### src/pss_defines.svh
// Constants of the power state sequencer: timing, table layout, reset values
`ifndef PSS_DEFINES_SVH
`define PSS_DEFINES_SVH

// Sequencing time base
`define PSS_CLK_HZ        100000000
`define PSS_OSC_HZ        32768
`define PSS_TICK_CYC      (`PSS_CLK_HZ / `PSS_OSC_HZ)

// Resource set and sequence storage
`define PSS_NUM_RES       8
`define PSS_ROM_LAST      4'hf
`define PSS_START_O2A     4'h0
`define PSS_START_A2O     4'h4
`define PSS_START_A2S     4'h8
`define PSS_START_S2A     4'ha
`define PSS_START_S2O     4'hc

// Resource defaults after supply arrival: only the clock regulator runs
`define PSS_RES_DEFAULT   16'h0001

`endif

### src/pss_pkg.sv
// Types shared by the power state sequencer modules
package pss_pkg;

    typedef enum logic [2:0] {
        PSS_NO_SUPPLY = 3'h0,
        PSS_BACKUP    = 3'h1,
        PSS_OFF       = 3'h2,
        PSS_ACTIVE    = 3'h3,
        PSS_SLEEP     = 3'h4
    } pss_state_t;

    typedef enum logic [2:0] {
        PSS_OFF_TO_ACTIVE_SEQ   = 3'h0,
        PSS_ACTIVE_TO_OFF_SEQ   = 3'h1,
        PSS_ACTIVE_TO_SLEEP_SEQ = 3'h2,
        PSS_SLEEP_TO_ACTIVE_SEQ = 3'h3,
        PSS_SLEEP_TO_OFF_SEQ    = 3'h4
    } pss_seq_t;

    typedef enum logic [1:0] {
        PSS_PH_IDLE  = 2'h0,
        PSS_PH_CHECK = 2'h1,
        PSS_PH_RUN   = 2'h2
    } pss_phase_t;

    typedef enum logic [1:0] {
        PSS_MODE_OFF   = 2'h0,
        PSS_MODE_ON    = 2'h1,
        PSS_MODE_SLEEP = 2'h2
    } pss_mode_t;

    typedef enum logic [1:0] {
        PSS_POL_SKIP  = 2'h0,
        PSS_POL_CONT  = 2'h1,
        PSS_POL_IO    = 2'h2,
        PSS_POL_HALT  = 2'h3
    } pss_policy_t;

    // One stored register access
    typedef struct packed {
        logic       last;
        logic       io_up;
        logic [2:0] res;
        pss_mode_t  mode;
    } pss_entry_t;

    // Pins and comparator levels from outside the clock domain
    typedef struct packed {
        logic off_req;
        logic on_req;
        logic sleep_req;
        logic wake_req;
        logic above_por;
        logic above_sys_low;
        logic above_sys_high;
        logic hot;
        logic pwrdown;
        logic reset_in;
    } pss_pins_t;

    typedef pss_mode_t [7:0] pss_res_t;

endpackage

### src/pss_otp_rom.sv
// Fixed sequence storage with comparison against the live fuse readback
`timescale 1ns/1ns
module pss_otp_rom (
    input  wire logic [3:0]         i_addr,
    input  wire pss_pkg::pss_entry_t i_otp_cur,
    output pss_pkg::pss_entry_t      o_entry,
    output logic                     o_mismatch
);

    // Preprogrammed image; constant, so no run-time path can change it
    localparam logic [6:0] ROM [16] = '{
        7'h05, 7'h29, 7'h0d, 7'h51,
        7'h10, 7'h0c, 7'h08, 7'h44,
        7'h0e, 7'h50, 7'h11, 7'h4d,
        7'h10, 7'h0c, 7'h08, 7'h44
    };

    // Lookup and integrity compare
    always_comb begin
        o_entry    = pss_pkg::pss_entry_t'(ROM[i_addr]);
        o_mismatch = (i_otp_cur != o_entry);
    end

endmodule

### src/pss_controller.sv
// Embedded power controller: arbitration, power state machine, sequencer
`timescale 1ns/1ns
`include "pss_defines.svh"
module pss_controller (
    input  wire logic                  i_clk,
    input  wire logic                  i_rst_b,
    input  wire pss_pkg::pss_pins_t    i_pins,
    input  wire logic                  i_irq_pending,
    input  wire logic                  i_wake_to_off,
    input  wire logic                  i_crc_en,
    input  wire pss_pkg::pss_policy_t  i_crc_policy,
    input  wire pss_pkg::pss_entry_t   i_otp_cur,
    input  wire logic                  i_irq_clr,
    input  wire logic                  i_host_wr,
    input  wire logic [2:0]            i_host_res,
    input  wire pss_pkg::pss_mode_t    i_host_mode,
    output pss_pkg::pss_state_t        o_state,
    output pss_pkg::pss_seq_t          o_seq,
    output logic                       o_busy,
    output logic                       o_halted,
    output logic [3:0]                 o_otp_addr,
    output pss_pkg::pss_res_t          o_res_mode,
    output logic [7:0]                 o_res_keep,
    output logic                       o_prog_memory_error_irq
);

    pss_pkg::pss_pins_t   pins_m;
    pss_pkg::pss_pins_t   pins;
    logic [11:0]          tick_cnt;
    logic [11:0]          next_tick_cnt;
    logic                 tick;
    pss_pkg::pss_state_t  st;
    pss_pkg::pss_state_t  next_st;
    pss_pkg::pss_seq_t    seq;
    pss_pkg::pss_seq_t    next_seq;
    pss_pkg::pss_phase_t  ph;
    pss_pkg::pss_phase_t  next_ph;
    logic [3:0]           ptr;
    logic [3:0]           next_ptr;
    logic                 err;
    logic                 next_err;
    logic                 halted;
    logic                 next_halted;
    logic                 irq;
    logic                 next_irq;
    pss_pkg::pss_res_t    res;
    pss_pkg::pss_res_t    next_res;
    pss_pkg::pss_entry_t  entry;
    logic                 mismatch;
    logic                 on_ok;
    logic                 err_set;

    // Comparator levels and pins cross two flops before any use
    always_ff @(posedge i_clk or negedge i_rst_b) begin
        if (!i_rst_b) begin
            pins_m <= '0;
            pins   <= '0;
        end else begin
            pins_m <= i_pins;
            pins   <= pins_m;
        end
    end

    // Divider standing in for the slow oscillator edge
    always_comb begin
        tick          = (tick_cnt == 12'(`PSS_TICK_CYC - 1));
        next_tick_cnt = tick ? 12'h000 : tick_cnt + 12'h001;
    end

    always_ff @(posedge i_clk or negedge i_rst_b) begin
        if (!i_rst_b) begin
            tick_cnt <= 12'h000;
        end else begin
            tick_cnt <= next_tick_cnt;
        end
    end

    // Storage is read only; the same port feeds execution and the check
    pss_otp_rom u_rom (
        .i_addr     (ptr),
        .i_otp_cur  (i_otp_cur),
        .o_entry    (entry),
        .o_mismatch (mismatch)
    );

    function automatic logic [3:0] seq_start(input pss_pkg::pss_seq_t s);
        case (s)
            pss_pkg::PSS_OFF_TO_ACTIVE_SEQ:   seq_start = `PSS_START_O2A;
            pss_pkg::PSS_ACTIVE_TO_OFF_SEQ:   seq_start = `PSS_START_A2O;
            pss_pkg::PSS_ACTIVE_TO_SLEEP_SEQ: seq_start = `PSS_START_A2S;
            pss_pkg::PSS_SLEEP_TO_ACTIVE_SEQ: seq_start = `PSS_START_S2A;
            default:                          seq_start = `PSS_START_S2O;
        endcase
    endfunction

    function automatic pss_pkg::pss_state_t seq_target(input pss_pkg::pss_seq_t s);
        case (s)
            pss_pkg::PSS_OFF_TO_ACTIVE_SEQ,
            pss_pkg::PSS_SLEEP_TO_ACTIVE_SEQ: seq_target = pss_pkg::PSS_ACTIVE;
            pss_pkg::PSS_ACTIVE_TO_SLEEP_SEQ: seq_target = pss_pkg::PSS_SLEEP;
            default:                          seq_target = pss_pkg::PSS_OFF;
        endcase
    endfunction

    // Arbitration, state machine and sequencer share one next-state block
    always_comb begin
        next_st     = st;
        next_seq    = seq;
        next_ph     = ph;
        next_ptr    = ptr;
        next_err    = err;
        next_halted = halted;
        next_res    = res;
        err_set     = 1'b0;
        on_ok       = pins.on_req && pins.above_sys_high && !pins.hot
                      && !pins.pwrdown && !pins.reset_in;
        if (i_host_wr) begin
            next_res[i_host_res] = i_host_mode;
        end
        if (!pins.above_por) begin
            next_st = pss_pkg::PSS_NO_SUPPLY;
            next_ph = pss_pkg::PSS_PH_IDLE;
        end else if (!pins.above_sys_low) begin
            next_st = pss_pkg::PSS_BACKUP;
            next_ph = pss_pkg::PSS_PH_IDLE;
        end else if (st == pss_pkg::PSS_NO_SUPPLY || st == pss_pkg::PSS_BACKUP) begin
            // Hardware bring-up to off, no sequence involved
            next_st  = pss_pkg::PSS_OFF;
            next_res = pss_pkg::pss_res_t'(`PSS_RES_DEFAULT);
        end else if (pins.off_req && st != pss_pkg::PSS_OFF
                     && !(ph != pss_pkg::PSS_PH_IDLE
                          && (seq == pss_pkg::PSS_ACTIVE_TO_OFF_SEQ
                              || seq == pss_pkg::PSS_SLEEP_TO_OFF_SEQ))) begin
            // Off preempts other requests and any running sequence except an off sequence
            next_seq    = (st == pss_pkg::PSS_SLEEP) ? pss_pkg::PSS_SLEEP_TO_OFF_SEQ
                                                     : pss_pkg::PSS_ACTIVE_TO_OFF_SEQ;
            next_ph     = pss_pkg::PSS_PH_RUN;
            next_ptr    = seq_start(next_seq);
            next_halted = 1'b0;
        end else if (pins.off_req && st == pss_pkg::PSS_OFF) begin
            next_ph = pss_pkg::PSS_PH_IDLE;
        end else if (ph == pss_pkg::PSS_PH_IDLE) begin
            // On, sleep and wake requests are only looked at between sequences
            if (st == pss_pkg::PSS_OFF && on_ok) begin
                next_seq    = pss_pkg::PSS_OFF_TO_ACTIVE_SEQ;
                next_halted = 1'b0;
                next_err    = 1'b0;
                if (i_crc_en && i_crc_policy != pss_pkg::PSS_POL_SKIP) begin
                    next_ph  = pss_pkg::PSS_PH_CHECK;
                    next_ptr = 4'h0;
                end else begin
                    next_ph  = pss_pkg::PSS_PH_RUN;
                    next_ptr = `PSS_START_O2A;
                end
            end else if (st == pss_pkg::PSS_ACTIVE && pins.sleep_req && !i_irq_pending) begin
                next_seq = pss_pkg::PSS_ACTIVE_TO_SLEEP_SEQ;
                next_ph  = pss_pkg::PSS_PH_RUN;
                next_ptr = `PSS_START_A2S;
            end else if (st == pss_pkg::PSS_SLEEP && pins.wake_req) begin
                next_seq = i_wake_to_off ? pss_pkg::PSS_SLEEP_TO_OFF_SEQ
                                         : pss_pkg::PSS_SLEEP_TO_ACTIVE_SEQ;
                next_ph  = pss_pkg::PSS_PH_RUN;
                next_ptr = seq_start(next_seq);
            end
        end else if (ph == pss_pkg::PSS_PH_CHECK) begin
            // Walk every stored word, one per clock
            err_set  = mismatch;
            next_err = err || mismatch;
            next_ptr = ptr + 4'h1;
            if (ptr == `PSS_ROM_LAST) begin
                if (next_err && i_crc_policy == pss_pkg::PSS_POL_HALT) begin
                    next_ph     = pss_pkg::PSS_PH_IDLE;
                    next_halted = 1'b1;
                end else begin
                    next_ph  = pss_pkg::PSS_PH_RUN;
                    next_ptr = `PSS_START_O2A;
                end
            end
        end else if (tick) begin
            // One register access per oscillator period
            next_res[entry.res] = entry.mode;
            next_ptr = ptr + 4'h1;
            if (entry.last) begin
                next_ph = pss_pkg::PSS_PH_IDLE;
                next_st = seq_target(seq);
            end else if (entry.io_up && err && seq == pss_pkg::PSS_OFF_TO_ACTIVE_SEQ
                         && i_crc_policy == pss_pkg::PSS_POL_IO) begin
                // Rail up, rest withheld; state stays off
                next_ph     = pss_pkg::PSS_PH_IDLE;
                next_halted = 1'b1;
            end
        end
        // Set beats a simultaneous clear
        next_irq = (irq && !i_irq_clr) || err_set;
    end

    always_ff @(posedge i_clk or negedge i_rst_b) begin
        if (!i_rst_b) begin
            st     <= pss_pkg::PSS_NO_SUPPLY;
            seq    <= pss_pkg::PSS_OFF_TO_ACTIVE_SEQ;
            ph     <= pss_pkg::PSS_PH_IDLE;
            ptr    <= 4'h0;
            err    <= 1'b0;
            halted <= 1'b0;
            irq    <= 1'b0;
            res    <= pss_pkg::pss_res_t'(`PSS_RES_DEFAULT);
        end else begin
            st     <= next_st;
            seq    <= next_seq;
            ph     <= next_ph;
            ptr    <= next_ptr;
            err    <= next_err;
            halted <= next_halted;
            irq    <= next_irq;
            res    <= next_res;
        end
    end

    // A resource left on keeps its linked subsystems alive
    for (genvar g = 0; g < `PSS_NUM_RES; g++) begin : g_keep
        assign o_res_keep[g] = (res[g] == pss_pkg::PSS_MODE_ON);
    end

    assign o_state                 = st;
    assign o_seq                   = seq;
    assign o_busy                  = (ph != pss_pkg::PSS_PH_IDLE);
    assign o_halted                = halted;
    assign o_otp_addr              = ptr;
    assign o_res_mode              = res;
    assign o_prog_memory_error_irq = irq;

    logic starting;
    assign starting = (ph == pss_pkg::PSS_PH_IDLE) && (next_ph != pss_pkg::PSS_PH_IDLE);
endmodule

### config.mk
export PLATFORM = sky130hd
export DESIGN_NAME = pss_controller
export DESIGN_NICKNAME = d
export VERILOG_FILES = /design/src/pss_pkg.sv /design/src/pss_otp_rom.sv /design/src/pss_controller.sv
export VERILOG_INCLUDE_DIRS = /design/src /design/src/src
export SDC_FILE = /design/constraint.sdc
export NUM_CORES = 1
export LEC_CHECK = 0
export BUFFER_PORTS_ARGS = -buffer_cell sky130_fd_sc_hd__buf_2
export CORE_MARGIN = 2
export CORE_UTILIZATION = 49
export DETAILED_ROUTE_END_ITERATION = 8
export GPL_TIMING_DRIVEN = 0
export PLACE_DENSITY = 0.75
export SLEW_MARGIN = 20
export SYNTH_ARGS = -nofsm -noshare
export SYNTH_HDL_FRONTEND = slang
export SYNTH_SLANG_ARGS = --single-unit
### constraint.sdc
create_clock -name i_clk -period 4.4 [get_ports i_clk]
set_input_delay 0.88 -clock i_clk [delete_from_list [all_inputs] [get_ports i_clk]]
set_output_delay 0.88 -clock i_clk [all_outputs]
set_load 0.1 [all_outputs]
After elaboration in Yosys (flattened, before gate mapping) --
Memory sizes are Yosys's and may differ from the RTL's. Cells that the tools add are included.
Word-level totals: register bits 63, latch bits 0, memory bits (writable) 0, ROM bits 112, input bits 31, memories 1
Memories:
- (name not given) | words 16, width 7, rd ports 1, clocked after Yosys merged registers in 0, write ports 0, RTL line pss_otp_rom.sv:20 | o_entry = pss_pkg::pss_entry_t'(ROM[i_addr]);
Operators by class: add/subtract/negate cells 2, $mul 0, div/mod/pow operators 0, $lt $le $gt $ge 5, equal/unequal tests 47, shift-type cells 0, multiplexer cells 83, bitwise operators 4, reduce and logical (&&, ||, !) cells 49
Operator list (number):
- $mux 16 | 9
- $mux 3 | 17
- $mux 4 | 10
- $mux 2 | 18
- $bwmux 16 | 2
- $pmux 4 s4 | 2
- $eq 3x2->1 const B | 8
- $logic_and 1x1->1 | 20
- $mux 1 | 19
- $eq 2x1->1 const B | 9
- $reduce_and 6->1 | 3
- $ne 4x2->1 const B | 4
- $ne 4x4->1 const B | 4
- $mux 7 | 2
- $add 12x1->12 const B | 1
- $demux 2 s3 | 2
- $eq 12x12->1 const B | 1
- $eq 3x1->1 const B | 4
- $logic_not 3->1 | 4
- $mux 12 | 1
- $reduce_bool 4->1 | 3
- $reduce_and 10->1 | 1
- $lt 3x4->1 const B | 2
- $ne 8x2->1 const B | 1
- other kinds (25) | 43

Logic depth before layout (Yosys ltp) --
Gate-level depths: netlist of the first run.
depth after elaboration 17, depth in mapped cells 10, depth with buffers taken out 8

Modules after synthesis --
From an unflattened synthesis of the first run, not the netlist that was laid out.
Unflattened totals: cells, all modules 367, area total of the unflattened synthesis 3604.7 um2
By module, submodules not included:
- pss_controller | instances 1, cells an instance 331, area an instance 3343.2 um2
- pss_otp_rom | instances 1, cells an instance 36, area an instance 261.5 um2

Least setup slack after synthesis of the first run --
Ideal clock, no wire load.
kind flip-flop to flip-flop, start point register ptr[0], in the netlist o_otp_addr[0], end point register halted, in the netlist o_halted, data arrival time 3254 ps, required time 4266 ps, slack 1012 ps, cell stages (with the launch flop) 11, path through dfrtp_1 clkbuf_1 inv_1 ha_1 buf_2 mux2i_1 o21ai_2 xor2_1 or4_4 o41ai_4 o31ai_1
Between the ends: cells in the longest elaborated chain, start to end 9
Ends and longest elaborated chain:
- start, declared | RTL line pss_controller.sv:38 | logic [3:0] ptr;
- start signal, assigned | RTL line pss_controller.sv:211 | ptr <= next_ptr;
- $not 4->5 (implied by the code) | RTL line pss_otp_rom.sv:20
- $mem_v2 16x7
- $mux 7 (implied by the code) (2 in a row) | RTL line pss_otp_rom.sv:20
- $ne 7x7->1 or $logic_and 1x1->1 (tied branches) | RTL line pss_otp_rom.sv:21, pss_controller.sv:186
- $logic_or 1x1->1 or $logic_and 1x1->1 (tied branches) | RTL line pss_controller.sv:168, pss_controller.sv:186
- $logic_and 1x1->1 (on tied branches) | RTL line pss_controller.sv:171, pss_controller.sv:187
- $ne 4x2->1 (no line) or $reduce_bool 4->1 (tied branches)
- $reduce_and 10->1 (no line) *
- end signal, assigned | RTL line pss_controller.sv:213 | halted <= next_halted;
- end, declared | RTL line pss_controller.sv:42 | logic halted;
Mark *: on every way between the ends. The rest lies on a longest branch, timed or not. The select of a mux whose other input is x is not followed. A chain may end at the register's enable or synchronous reset.

Worst setup path after layout of the first run --
Same ends and word-level chain as after synthesis.

==> results of run 1 <==
[area by class of cell]
type / count / area (um2)
multi-input combinational: 284 / 1950
tap: 99 / 124
timing repair buffer: 66 / 355
inverter: 11 / 41.3
clock inverter: 6 / 92.6
buffer: 18 / 93.8
sequential: 63 / 1580
fill: 639 / 2880
clock buffer: 10 / 138
[layout by cell type (no fill, tap or decap), drive strengths merged, types with 3 or more instances in the layout]
cell | synthesis | layout
nand4 | 13 | 13
nor3 | 9 | 9
o21ai | 12 | 12
xor2 | 9 | 9
and3 | 6 | 6
nor2b | 15 | 15
nor4 | 4 | 4
nor4bb | 3 | 3
buf | 12 | 78
inv | 11 | 12
nor4b | 4 | 4
xnor2 | 8 | 8
mux2i | 24 | 24
nand3 | 11 | 11
o21a | 4 | 4
clkbuf | 6 | 16
a21o | 4 | 4
o31ai | 6 | 6
nor3b | 3 | 3
a31oi | 3 | 3
nor2 | 45 | 45
nand2b | 5 | 5
a21oi | 19 | 19
nand2 | 22 | 22
o22ai | 8 | 8
dfrtp | 62 | 62
ha | 5 | 5
mux2 | 8 | 8
or3 | 3 | 3
[flip-flops by register name (all words and copies together) (netlist names), 2 cells and up]
register    count
o_res_mode     16
tick_cnt       12
pins           10
pins_m         10
o_otp_addr      4
o_seq           3
o_state         3
ph              2
[cells by family (layout without fill, tap and decap cells)]
family,Yosys count,count (layout),synth area share (%)
AOI/OAI and AO/OA,77,77,15.1
adders and majority gates,5,5,1.71
xor gates and xnor gates,17,17,4.06
and+or+nand+nor,153,153,23.4
muxes,32,32,9.01
buffers and inverters,29,111,3.69
DFF,63,63,43.0
[synthesized netlist by cell type, drive strengths merged (5+ instances only)]
cell    count  area, um2
a21oi      19       95.1
and3        6       37.5
buf        12       71.3
clkbuf      6       22.5
dfrtp      62       1550
ha          5       62.6
inv        11       41.3
mux2        8       90.1
mux2i      24        240
nand2      22       82.6
nand2b      5       31.3
nand3      11       60.1
nand4      13       81.3
nor2       45        169
nor2b      15       93.8
nor3        9       45.0
o21ai      12       63.8
o22ai       8       50.1
o31ai       6       50.1
xnor2       8       70.1
xor2        9       78.8
[power by group through the flow]
| stage | registers (mW) | logic, mW | clock network [mW] |
|---|---|---|---|
| floorplan | 0.941 | 0.330 | 0 |
| global placement | 0.682 | 0.724 | 0 |
| global route | 0.682 | 0.779 | 0.608 |
| CTS | 0.673 | 0.736 | 0.583 |
| finish | 0.673 | 0.735 | 0.575 |
| detailed placement | 0.684 | 0.734 | 0 |
[worst paths after layout]
kind / start / to / slack, ns / cells past startpoint
min reg2reg: pins_m[9]$_DFF_PN0_ / pins[9]$_DFF_PN0_ / 0.35 / 0
max: o_otp_addr[0]$_DFFE_PN0P_ / o_halted$_DFFE_PN0P_ / 1.20 / 10
max in group asynchronous: i_rst_b / o_res_mode[0]$_DFF_PN1_ / 3.47 / 2
min in group asynchronous: i_rst_b / o_otp_addr[3]$_DFFE_PN0P_ / 0.38 / 1
min: pins_m[9]$_DFF_PN0_ / pins[9]$_DFF_PN0_ / 0.35 / 0
max reg2reg: o_otp_addr[0]$_DFFE_PN0P_ / o_halted$_DFFE_PN0P_ / 1.20 / 10
[metrics by stage]
| stage | utilization [%] | area, um2 | total power, mW |
|---|---|---|---|
| 2_1_floorplan | - | 3670 | 1.27 |
| 3_3_place_gp | 56.7 | 4120 | 1.41 |
| 3_5_place_dp | 57.2 | 4150 | 1.42 |
| 4_1_cts | 60.3 | 4380 | 1.99 |
| 5_1_grt | 60.3 | 4380 | 2.07 |
| 6_report | 60.3 | 4380 | 1.98 |
[critical path: stages (launching register included)]
cell      delay [ns]
dfrtp_1         0.47
clkbuf_1        0.37
inv_1           0.12
ha_1            0.29
buf_2           0.23
mux2i_1         0.12
o21ai_2         0.30
xor2_1          0.12
or4_4           0.54
o41ai_4         0.38
o31ai_1         0.14
[routing by layer]
metal	part of all wire, %	global-route usage (%)	routed length, um	up-vias
met5	0	0	0	-
met4	1.6	7.18	146	0
met3	5.0	5.43	441	14
met2	51	41.0	4540	88
met1	42	27.8	3780	1565
li1	-	-	-	1528
==> out/results.tsv, run 1 <==
stage	metric	value	unit
status	status	finished clean	
power_and_ir_drop	Cell Pwr Density	453	nW/um2
clocking	clock root buffer	clkbuf_8	
global_route	pin count of the biggest net entering global routing	52	
clocking	Post-CTS Setup Inserts	0	
sta	setup slack after layout	1.20	ns
clocking	post-cts gate resize count	0	
final_layout	fin nets	489	
floorplanning	core area	7250	um2
global_route	first-pass GRT wire length	15.2	mm
clocking	# hold bufs at CTS	0	
route	Initial DRC Count	200	
power_and_ir_drop	switching power of the nets	0.851	mW
sta	Slew Viols, Final	0	
floorplanning	# rows	31	
synth	Syn Inst Count	376	
floorplanning	Chip Height	90.5	um
route	aggregate routed wire length	8.91	mm
worst_setup_path	WS Path Type	register to register	
power_and_ir_drop	combinational share of power	37.1	%
sta	maximum clock rate	313	MHz
clocking	CTS tree	done	
flow_run	maxcap violations	0	
synth	Syn Area/Cell	9.75	um2
power_and_ir_drop	clock share of power	29.0	%
synth	library cells used by synthesis	67	
place	placed insts	541	
sta	slew margin rel.	40.0	%
place	hpwl dp	6.63	mm
sta	hold_ws	0.350	ns
global_route	antenna violations before repair	0	
synth	ys flop type	dfrtp_1	
clocking	CTS sink cnt	63	
global_route	Global Route Usage Sum	23.1	%
final_layout	synthesis-to-layout area growth	19.4	%
synth	number of synthesized register bits	63	
sta	setup violators final	0	
min_path	Hold Path Class	register to register	
worst_setup_path	Critical Path AT	3.42	ns
worst_setup_path	Crit Path Max Fanout	10	
synth	Cell Area, Synth	3670	um2
floorplanning	DIE WIDTH	90.5	um
place	GPL Wtd Cong	0.866	
clocking	Clock Latency Late Sink	0.35	ns
place	port bufs	65	
synth	Post-synth ARST share	100	%
global_route	vias in the first global route	3251	
worst_setup_path	Critical Path Sink Type	register	
floorplanning	Initial Util	50.5	%
sta	Final Hold Viols	0	
floorplanning	boundary pin count	68	
power_and_ir_drop	sequential share of power	34.0	%
place	post-place setup slack	1.23	ns
sta	min Tclk post-route	3.20	ns
global_route	total gr overflow	0	
synth	yosys warns	0	
route	WL/cell	16.0	um
clocking	clock buffer depth	2	
worst_setup_path	Crit path required time	4.62	ns
synth	Post-synth EDFFs	0	
sta	Final Cycle Share	72.6	%
power_and_ir_drop	sw frac	42.9	%
route	via count	3195	
final_layout	share of layout cells above drive strength 1	24.2	%
sta	RSZ-0062 raised after global routing	false	
worst_setup_path	Setup crit start kind	register	
clocking	H-tree depth	3	
power_and_ir_drop	P_leak	2.09	nW
sta	Setup Skew	0.0104	ns
route	TritonRoute pass-1 iters	4	
final_layout	Non-Filler Instances	557	
route	Via density	5.74	
route	DRC viols	0	
final_layout	Diodes inserted	0	
clocking	Num CTS Buffers	9	
clocking	CTS clk-pin slew, worst paths	0.08	ns
sta	setup total negative slack	0	ns
floorplanning	Die Area	8190	um2
sta	Slew @ Worst Pin	0.886	ns
synth	Seq/Total Area, Yosys	43.0	%
power_and_ir_drop	VDD IR max	0.308	mV
power_and_ir_drop	internal power	1.13	mW
synth	Post-Syn Nets	412	
route	Final ANT Viol Nets	0	
(Power assumes the default switching activity.)
==> inputs of run 2 (changes only) <==
ABC_AREA = 1   (was not set)
PLACE_DENSITY = 0.77   (was 0.75)
clock period = 2.9 ns   (was 4.4 ns; I/O delays follow)
==> run 2 against run 1 <==
Register-to-register slack got worse by 0.66 ns. Critical path depth rose by 4. Combinational power rose by 100%. Sequential share of layout area fell by 0.34 points. Count of clock-buffer cells in the layout fell by 1. Fmax rose by 36%. Flip-flop and latch count did not move. Synthesized area rose by 0.48%. Die area rose by 0.46%. Via count rose by 6.0%. Synthesized cell count rose by 25%. Critical endpoint is now ph[1]$_DFFE_PN0P_. Highest routed layer unchanged.
==> out/results.tsv, run 2 <==
stage	metric	value	unit	change
clocking	H-tree depth	3		unchanged
clocking	clock root buffer	clkbuf_8		
power_and_ir_drop	VDD IR max	0.540	mV	+75%
clocking	post-cts gate resize count	0		unchanged
worst_setup_path	Critical Path AT	2.62	ns	-0.80 ns
synth	ys flop type	dfrtp_1		
global_route	total gr overflow	0		unchanged
sta	slew margin rel.	64.5	%	+25 points
synth	number of synthesized register bits	63		unchanged
worst_setup_path	Crit path top cell by count	nand2_1		
floorplanning	Initial Util	50.8	%	+0.24 points
power_and_ir_drop	P_leak	2.28	nW	+9.4%
global_route	vias in the first global route	3290		+1.2%
global_route	pin count of the biggest net entering global routing	37		-29%
route	via count	3386		+6.0%
synth	Seq/Total Area, Yosys	42.8	%	-0.20 points
floorplanning	DIE WIDTH	90.7	um	+0.23%
worst_setup_path	Slowest Stage Delay on Critical Path	0.47	ns	-0.07 ns
synth	synth top area cells	dfrtp_1 42%, nand2_1 9.2%, inv_1 6.9%, nor2_1 5.6%, nand3_1 3.9%		
route	aggregate routed wire length	8.67	mm	-2.6%
worst_setup_path	CP delay by family, top	simple AND/OR/NAND/NOR gates		
clocking	# hold bufs at CTS	0		unchanged
worst_setup_path	WS Path Type	register to register		
synth	library cells used by synthesis	45		-33%
floorplanning	core area	7250	um2	unchanged
final_layout	most frequent standard cell in the layout excluding fill and tap cells	nand2_1		
global_route	Global Route Usage Sum	22.5	%	-0.63 points
floorplanning	Chip Height	90.7	um	+0.23%
final_layout	max FFs per register	16		unchanged
route	WL/cell	13.3	um	-17%
floorplanning	Die Area	8230	um2	+0.46%
synth	yosys warns	0		unchanged
synth	Post-synth EDFFs	0		unchanged
worst_setup_path	Crit Path Max Fanout	7		-3
clocking	Num CTS Buffers	9		unchanged
sta	maximum clock rate	425	MHz	+36%
synth	Syn Inst Count	469		+25%
clocking	CTS tree	done		
floorplanning	# rows	31		unchanged
sta	Slew Viols, Final	0		unchanged
synth	Post-synth top cells	90 x nand2_1, 68 x inv_1, 62 x dfrtp_1, 55 x nor2_1, 29 x nand3_1		
final_layout	Layout fillers	657		+2.8%
sta	setup slack after layout	0.548	ns	-0.656 ns
synth	top-area cell type share of the netlist area	42.1	%	-0.20 points
sta	Final Hold Viols	0		unchanged
clocking	Post-CTS Setup Inserts	0		unchanged
synth	Yosys top cell by area	dfrtp_1		
global_route	antenna violations before repair	0		unchanged
sta	setup violators final	0		unchanged
sta	Slew @ Worst Pin	0.533	ns	-0.354 ns
final_layout	share of layout cells above drive strength 1	24.8	%	+0.54 points
status	status	finished clean		
final_layout	synthesis-to-layout area growth	19.9	%	
worst_setup_path	crit path cell chain	inv_1, ha_1, inv_1, nand3_4, nand3_4, nand2_1, nand2_1, nor2_1, nand4_1, nand2_1, nand2_2, a21oi_2, nand2_1, a21oi_1		
worst_setup_path	Setup crit start kind	register		
final_layout	Diodes inserted	0		unchanged
worst_setup_path	Crit path required time	3.17	ns	-1.45 ns
place	port bufs	67		+3.1%
route	DRC viols	0		unchanged
route	Final ANT Viol Nets	0		unchanged
synth	Post-synth ARST share	100	%	unchanged
place	GPL Wtd Cong	0.862		-0.46%
route	Initial DRC Count	158		-21%
worst_setup_path	Critical Path Sink Type	register		
flow_run	maxcap violations	0		unchanged
sta	setup total negative slack	0	ns	unchanged
synth	Syn Area/Cell	7.85	um2	-19%
final_layout	fin nets	584		+19%
route	TritonRoute pass-1 iters	5		+1
sta	Setup Skew	0.00685	ns	-0.00355 ns
final_layout	most frequent cells in the layout	90 x nand2_1, 68 x inv_1, 66 x buf_2		
floorplanning	boundary pin count	68		unchanged
global_route	first-pass GRT wire length	14.9	mm	-2.2%
min_path	Hold Path Class	primary input to async pin		
place	hpwl dp	6.76	mm	+1.9%
power_and_ir_drop	Cell Pwr Density	787	nW/um2	+74%
synth	most common cell in the netlist	nand2_1		
clocking	CTS sink cnt	63		unchanged
sta	Final Cycle Share	81.1	%	+8.5 points
synth	Cell Area, Synth	3680	um2	+0.48%
sta	min Tclk post-route	2.35	ns	-0.844 ns
worst_setup_path	worst path bufs/invs	2		-1
sta	RSZ-0062 raised after global routing	false		
clocking	Clock Latency Late Sink	0.35	ns	about the same
clocking	CTS clk-pin slew, worst paths	0.07	ns	about the same
clocking	clock buffer depth	2		unchanged
route	Via density	5.19		-9.5%
worst_setup_path	Slowest-stage cell, CP	dfrtp_1		
place	post-place setup slack	0.602	ns	-0.628 ns
synth	Post-Syn Nets	505		+23%
==> run 2: changes by cell type after synthesis, sizes merged, moves of 15 or more <==
cell   before  now
inv        11   78
mux2i      24    2
nand2      22  101
nand3      11   34
nor2       45   65
nor2b      15    0
nor3        9   25
==> run 2: cells by family (layout without fill, tap and decap cells) <==
| family | after synthesis | in the layout | share of synthesized area, % |
|---|---|---|---|
| AO/OA/AOI/OAI | 74 | 74 | 12.0 |
| XOR/XNOR | 2 | 2 | 0.476 |
| adder cells (fa/ha/maj) | 5 | 5 | 1.70 |
| buffers and inverters | 83 | 167 | 9.71 |
| flip-flops | 63 | 63 | 42.8 |
| multiplexers | 2 | 2 | 0.543 |
| AND/OR/NAND/NOR | 240 | 240 | 32.8 |
==> run 2: report_power, final <==
group	total [mW]	leakage [nW]	internal [mW]	switching, mW
Combinational	1.49	1.37	0.321	1.17
Clock	0.962	0.126	0.584	0.378
Sequential	1.02	0.785	0.957	0.0646
==> run 2: area by class of cell <==
type	instances	area [um2]	area share, %
clock inverter	7	128	2.89
inverter	79	320	7.25
tap	99	124	2.80
timing repair buffer	68	358	8.10
buffer	4	37.5	0.850
clock buffer	9	124	2.80
sequential	63	1580	35.7
multi-input combinational	323	1750	39.6
==> run 2: worst paths after layout <==
| kind | endpoint | start | depth (start not counted) | slack [ns] |
|---|---|---|---|---|
| setup / recovery | ph[1]$_DFFE_PN0P_ | o_otp_addr[0]$_DFFE_PN0P_ | 14 | 0.55 |
| hold / removal | o_res_mode[15]$_DFF_PN0_ | i_rst_b | 1 | 0.14 |
| setup reg to reg | ph[1]$_DFFE_PN0P_ | o_otp_addr[0]$_DFFE_PN0P_ | 14 | 0.55 |
| hold reg to reg | pins[7]$_DFF_PN0_ | pins_m[7]$_DFF_PN0_ | 0 | 0.35 |
| max in group asynchronous | o_res_mode[0]$_DFF_PN1_ | i_rst_b | 2 | 2.19 |
| min in group i_clk | pins_m[8]$_DFF_PN0_ | i_pins[8] | 1 | 0.33 |
==> run 2: metal layers <==
metal | vias to the layer above | GRT usage (%) | wire length [um] | share of wire [%]
met1 | 1574 | 28.2 | 3770 | 43
li1 | 1696 | - | - | -
met2 | 104 | 37.9 | 4260 | 49
met3 | 12 | 5.09 | 522 | 6.0
met4 | 0 | 8.72 | 122 | 1.4
met5 | - | 0 | 0 | 0
==> run 2: worst reg2reg max path, delay by kind of cell (launching register included) <==
| family | cells | cell delay (ns) |
|---|---|---|
| compound gates | 2 | 0.25 |
| fa+ha+maj | 1 | 0.39 |
| buf+inv | 2 | 0.27 |
| flops | 1 | 0.47 |
| simple gates | 9 | 0.90 |
==> run 2: through the flow <==
stage | cell area, um2 | hold WS, ns | util [%] | cells | power (mW)
2_1_floorplan | 3680 | 0.284 | - | 469 | 2.25
3_3_place_gp | 4140 | 0.332 | 57.1 | 635 | 2.49
3_5_place_dp | 4170 | 0.336 | 57.4 | 636 | 2.53
4_1_cts | 4420 | 0.154 | 60.9 | 652 | 3.49
5_1_grt | 4420 | 0.171 | 60.9 | 652 | 3.64
6_report | 4420 | 0.137 | 60.9 | 652 | 3.48
==> inputs of run 3 (changes only) <==
ABC_AREA = 0   (was 1)
PLACE_DENSITY = 0.75   (was 0.77)
clock period = 2.2 ns   (was 2.9 ns; I/O delays follow)
==> run 3 against run 2 <==
The run now ends with setup timing left. Core utilization is 5.6 points higher. Cell count is 12% lower. First-iteration DRC count is 7.6% higher. Flip-flop and latch count stayed put. Sequential share of layout area is 2.5 points lower. Clock skew is 0.0040 ns higher. Fmax is 7.7% lower.
==> out/results.tsv, run 3 (synthesis gave the netlist of run 1 again) <==
stage	metric	value	unit	change
sta	Final Hold Viols	0		unchanged
status	failing checks	setup timing		
sta	hold_ws	0.200	ns	+0.0623 ns
route	WL/cell	16.4	um	+23%
power_and_ir_drop	VDD IR max	0.611	mV	+13%
worst_setup_path	Crit path required time	2.42	ns	-0.75 ns
final_layout	share of layout cells above drive strength 1	37.6	%	+13 points
final_layout	Non-Filler Instances	572		-12%
floorplanning	Chip Height	90.5	um	-0.23%
clocking	clock root buffer	clkbuf_8		
clocking	CTS tree	done		
route	DRC viols	0		unchanged
floorplanning	DIE WIDTH	90.5	um	-0.23%
status	status	finished, violations left		
global_route	total gr overflow	0		unchanged
final_layout	most frequent cells in the layout	68 x buf_2, 53 x dfrtp_1, 44 x nor2_1		
route	TritonRoute pass-1 iters	4		-1
final_layout	Final Cell Area	4820	um2	+9.1%
floorplanning	boundary pin count	68		unchanged
worst_setup_path	origin of the worst setup path	o_otp_addr[0]$_DFFE_PN0P_		
route	Via density	5.80		+12%
floorplanning	# rows	31		unchanged
min_path	Hold Path Class	primary input to register		
worst_setup_path	Setup crit start kind	register		
sta	min Tclk post-route	2.55	ns	+0.196 ns
sta	Slew @ Worst Pin	0.665	ns	+0.132 ns
clocking	CTS clk-pin slew, worst paths	0.08	ns	about the same
sta	RSZ-0062 raised after global routing	true		
power_and_ir_drop	Cell Pwr Density	833	nW/um2	+5.8%
worst_setup_path	Critical Path Sink Type	register		
power_and_ir_drop	switching power of the nets	1.83	mW	+13%
final_layout	most frequent standard cell in the layout excluding fill and tap cells	buf_2		
sta	slew margin rel.	55.7	%	-8.8 points
global_route	antenna violations before repair	0		unchanged
worst_setup_path	RR Startpoint	o_otp_addr[0]$_DFFE_PN0P_		
worst_setup_path	WS Path Type	register to register		
sta	Final Cycle Share	116	%	+35 points
power_and_ir_drop	clock share of power	23.1	%	-4.6 points
global_route	vias in the first global route	3271		-0.58%
clocking	Num CTS Buffers	9		unchanged
clocking	H-tree depth	3		unchanged
sta	Slew Viols, Final	0		unchanged
floorplanning	core area	7250	um2	unchanged
clocking	CTS sink cnt	63		unchanged
sta	setup slack after layout	-0.348	ns	-0.896 ns
place	DP Area	4290	um2	+3.1%
flow_run	maxcap violations	0		unchanged
power_and_ir_drop	combinational share of power	42.7	%	-0.2 points
power_and_ir_drop	internal power	2.18	mW	+17%
sta	setup total negative slack	-2.43	ns	-2.43 ns
power_and_ir_drop	P_leak	2.22	nW	-2.6%
min_path	hold_sp	i_pins[6]		
final_layout	synthesis-to-layout area growth	31.5	%	
place	GPL Wtd Cong	0.858		-0.46%
power_and_ir_drop	sequential share of power	34.2	%	+4.8 points
route	via count	3319		-2.0%
route	aggregate routed wire length	9.37	mm	+8.1%
place	port bufs	65		-3.0%
global_route	pin count of the biggest net entering global routing	46		+24%
sta	setup violators final	17		+17
worst_setup_path	Critical Path AT	2.77	ns	+0.15 ns
final_layout	fin nets	504		-14%
floorplanning	Die Area	8190	um2	-0.46%
clocking	clock buffer depth	2		unchanged
global_route	Global Route Usage Sum	23.7	%	+1.1 points
route	Initial DRC Count	170		+7.6%
final_layout	Util after Layout	66.4	%	+5.6 points
final_layout	Diodes inserted	0		unchanged
place	hpwl dp	6.61	mm	-2.2%
worst_setup_path	Crit Path Max Fanout	6		-1
clocking	Clock Latency Late Sink	0.34	ns	about the same
global_route	first-pass GRT wire length	15.7	mm	+5.3%
power_and_ir_drop	sw frac	45.6	%	-0.87 points
sta	Setup Skew	0.0109	ns	+0.00401 ns
sta	maximum clock rate	392	MHz	-7.7%
place	placed insts	541		-15%
floorplanning	Initial Util	50.5	%	-0.24 points
route	Final ANT Viol Nets	0		unchanged
final_layout	max FFs per register	16		unchanged
==> run 3: cell types whose count changed in the layout (fill, tap and decap cells not counted), moves of 7 or more <==
| cell | delta |
|---|---|
| nand2_1 | -68 |
| inv_1 | -59 |
| mux2i_1 | +22 |
| nand3_1 | -20 |
| a21oi_1 | -14 |
| buf_4 | +14 |
| nor3_1 | -14 |
| o21ai_0 | -14 |
| nor2_1 | -11 |
| dfrtp_1 | -9 |
| nor2b_4 | +8 |
| inv_2 | -7 |
| xor2_1 | +7 |
==> run 3: cell type report <==
class | count | area (um2)
well taps | 99 | 124
inverters | 11 | 53.8
flip-flops and latches | 63 | 1600
fillers | 572 | 2430
plain buffers | 17 | 113
clock inverters | 6 | 45.0
clock buffers | 10 | 138
repair buffers | 82 | 493
multi-input cells | 284 | 2250
==> run 3: repair_timing <==
action                     4_1_cts  5_1_grt
setup buffers                   11        5
pin swaps                       19       15
hold endpoints to repair        18        0
setup endpoints to repair       28       25
hold buffers                     1        0
cloned                           0        0
resized for setup               30       19
==> run 3: final timing paths <==
check | cells after the start | slack, ns | end
min | 1 | 0.20 | pins_m[6]$_DFF_PN0_
max in group asynchronous | 3 | 1.11 | o_res_mode[0]$_DFF_PN1_
min reg2reg | 0 | 0.35 | pins[6]$_DFF_PN0_
max reg2reg | 9 | -0.35 | o_halted$_DFFE_PN0P_
min in group asynchronous | 2 | 0.52 | o_res_mode[12]$_DFF_PN0_
max | 9 | -0.35 | o_halted$_DFFE_PN0P_
==> run 3: per-stage QoR <==
stage / power (mW) / setup slack, ns
6_report: 4.01 / -0.348
5_1_grt: 4.18 / -0.452
4_1_cts: 3.96 / -0.330
3_5_place_dp: 2.90 / -0.596
3_3_place_gp: 2.88 / -0.563
2_1_floorplan: 2.61 / -0.601
==> run 3: power by group through the flow <==
| stage | logic (mW) | registers [mW] | clock network (mW) |
|---|---|---|---|
| 6_report | 1.71 | 1.37 | 0.929 |
| 3_5_place_dp | 1.52 | 1.39 | 0 |
| 2_1_floorplan | 0.707 | 1.90 | 0 |
| 5_1_grt | 1.79 | 1.39 | 0.995 |
| 4_1_cts | 1.65 | 1.37 | 0.944 |
| 3_3_place_gp | 1.50 | 1.38 | 0 |
==> run 3: per-layer routing <==
layer  GRT usage [%]  share of wire (%)
met1            30.4                 43
met2            40.9                 51
met3            3.51                5.1
met4            8.08                1.1
met5               0                  0
==> run 3: worst max-delay path, stage by stage (launching register included) <==
cell	delay, ns
dfrtp_4	0.49
clkbuf_16	0.16
clkinv_8	0.04
ha_4	0.21
mux2i_1	0.18
o21ai_2	0.11
xor2_1	0.15
or4_4	0.55
o41ai_4	0.42
o31ai_1	0.12
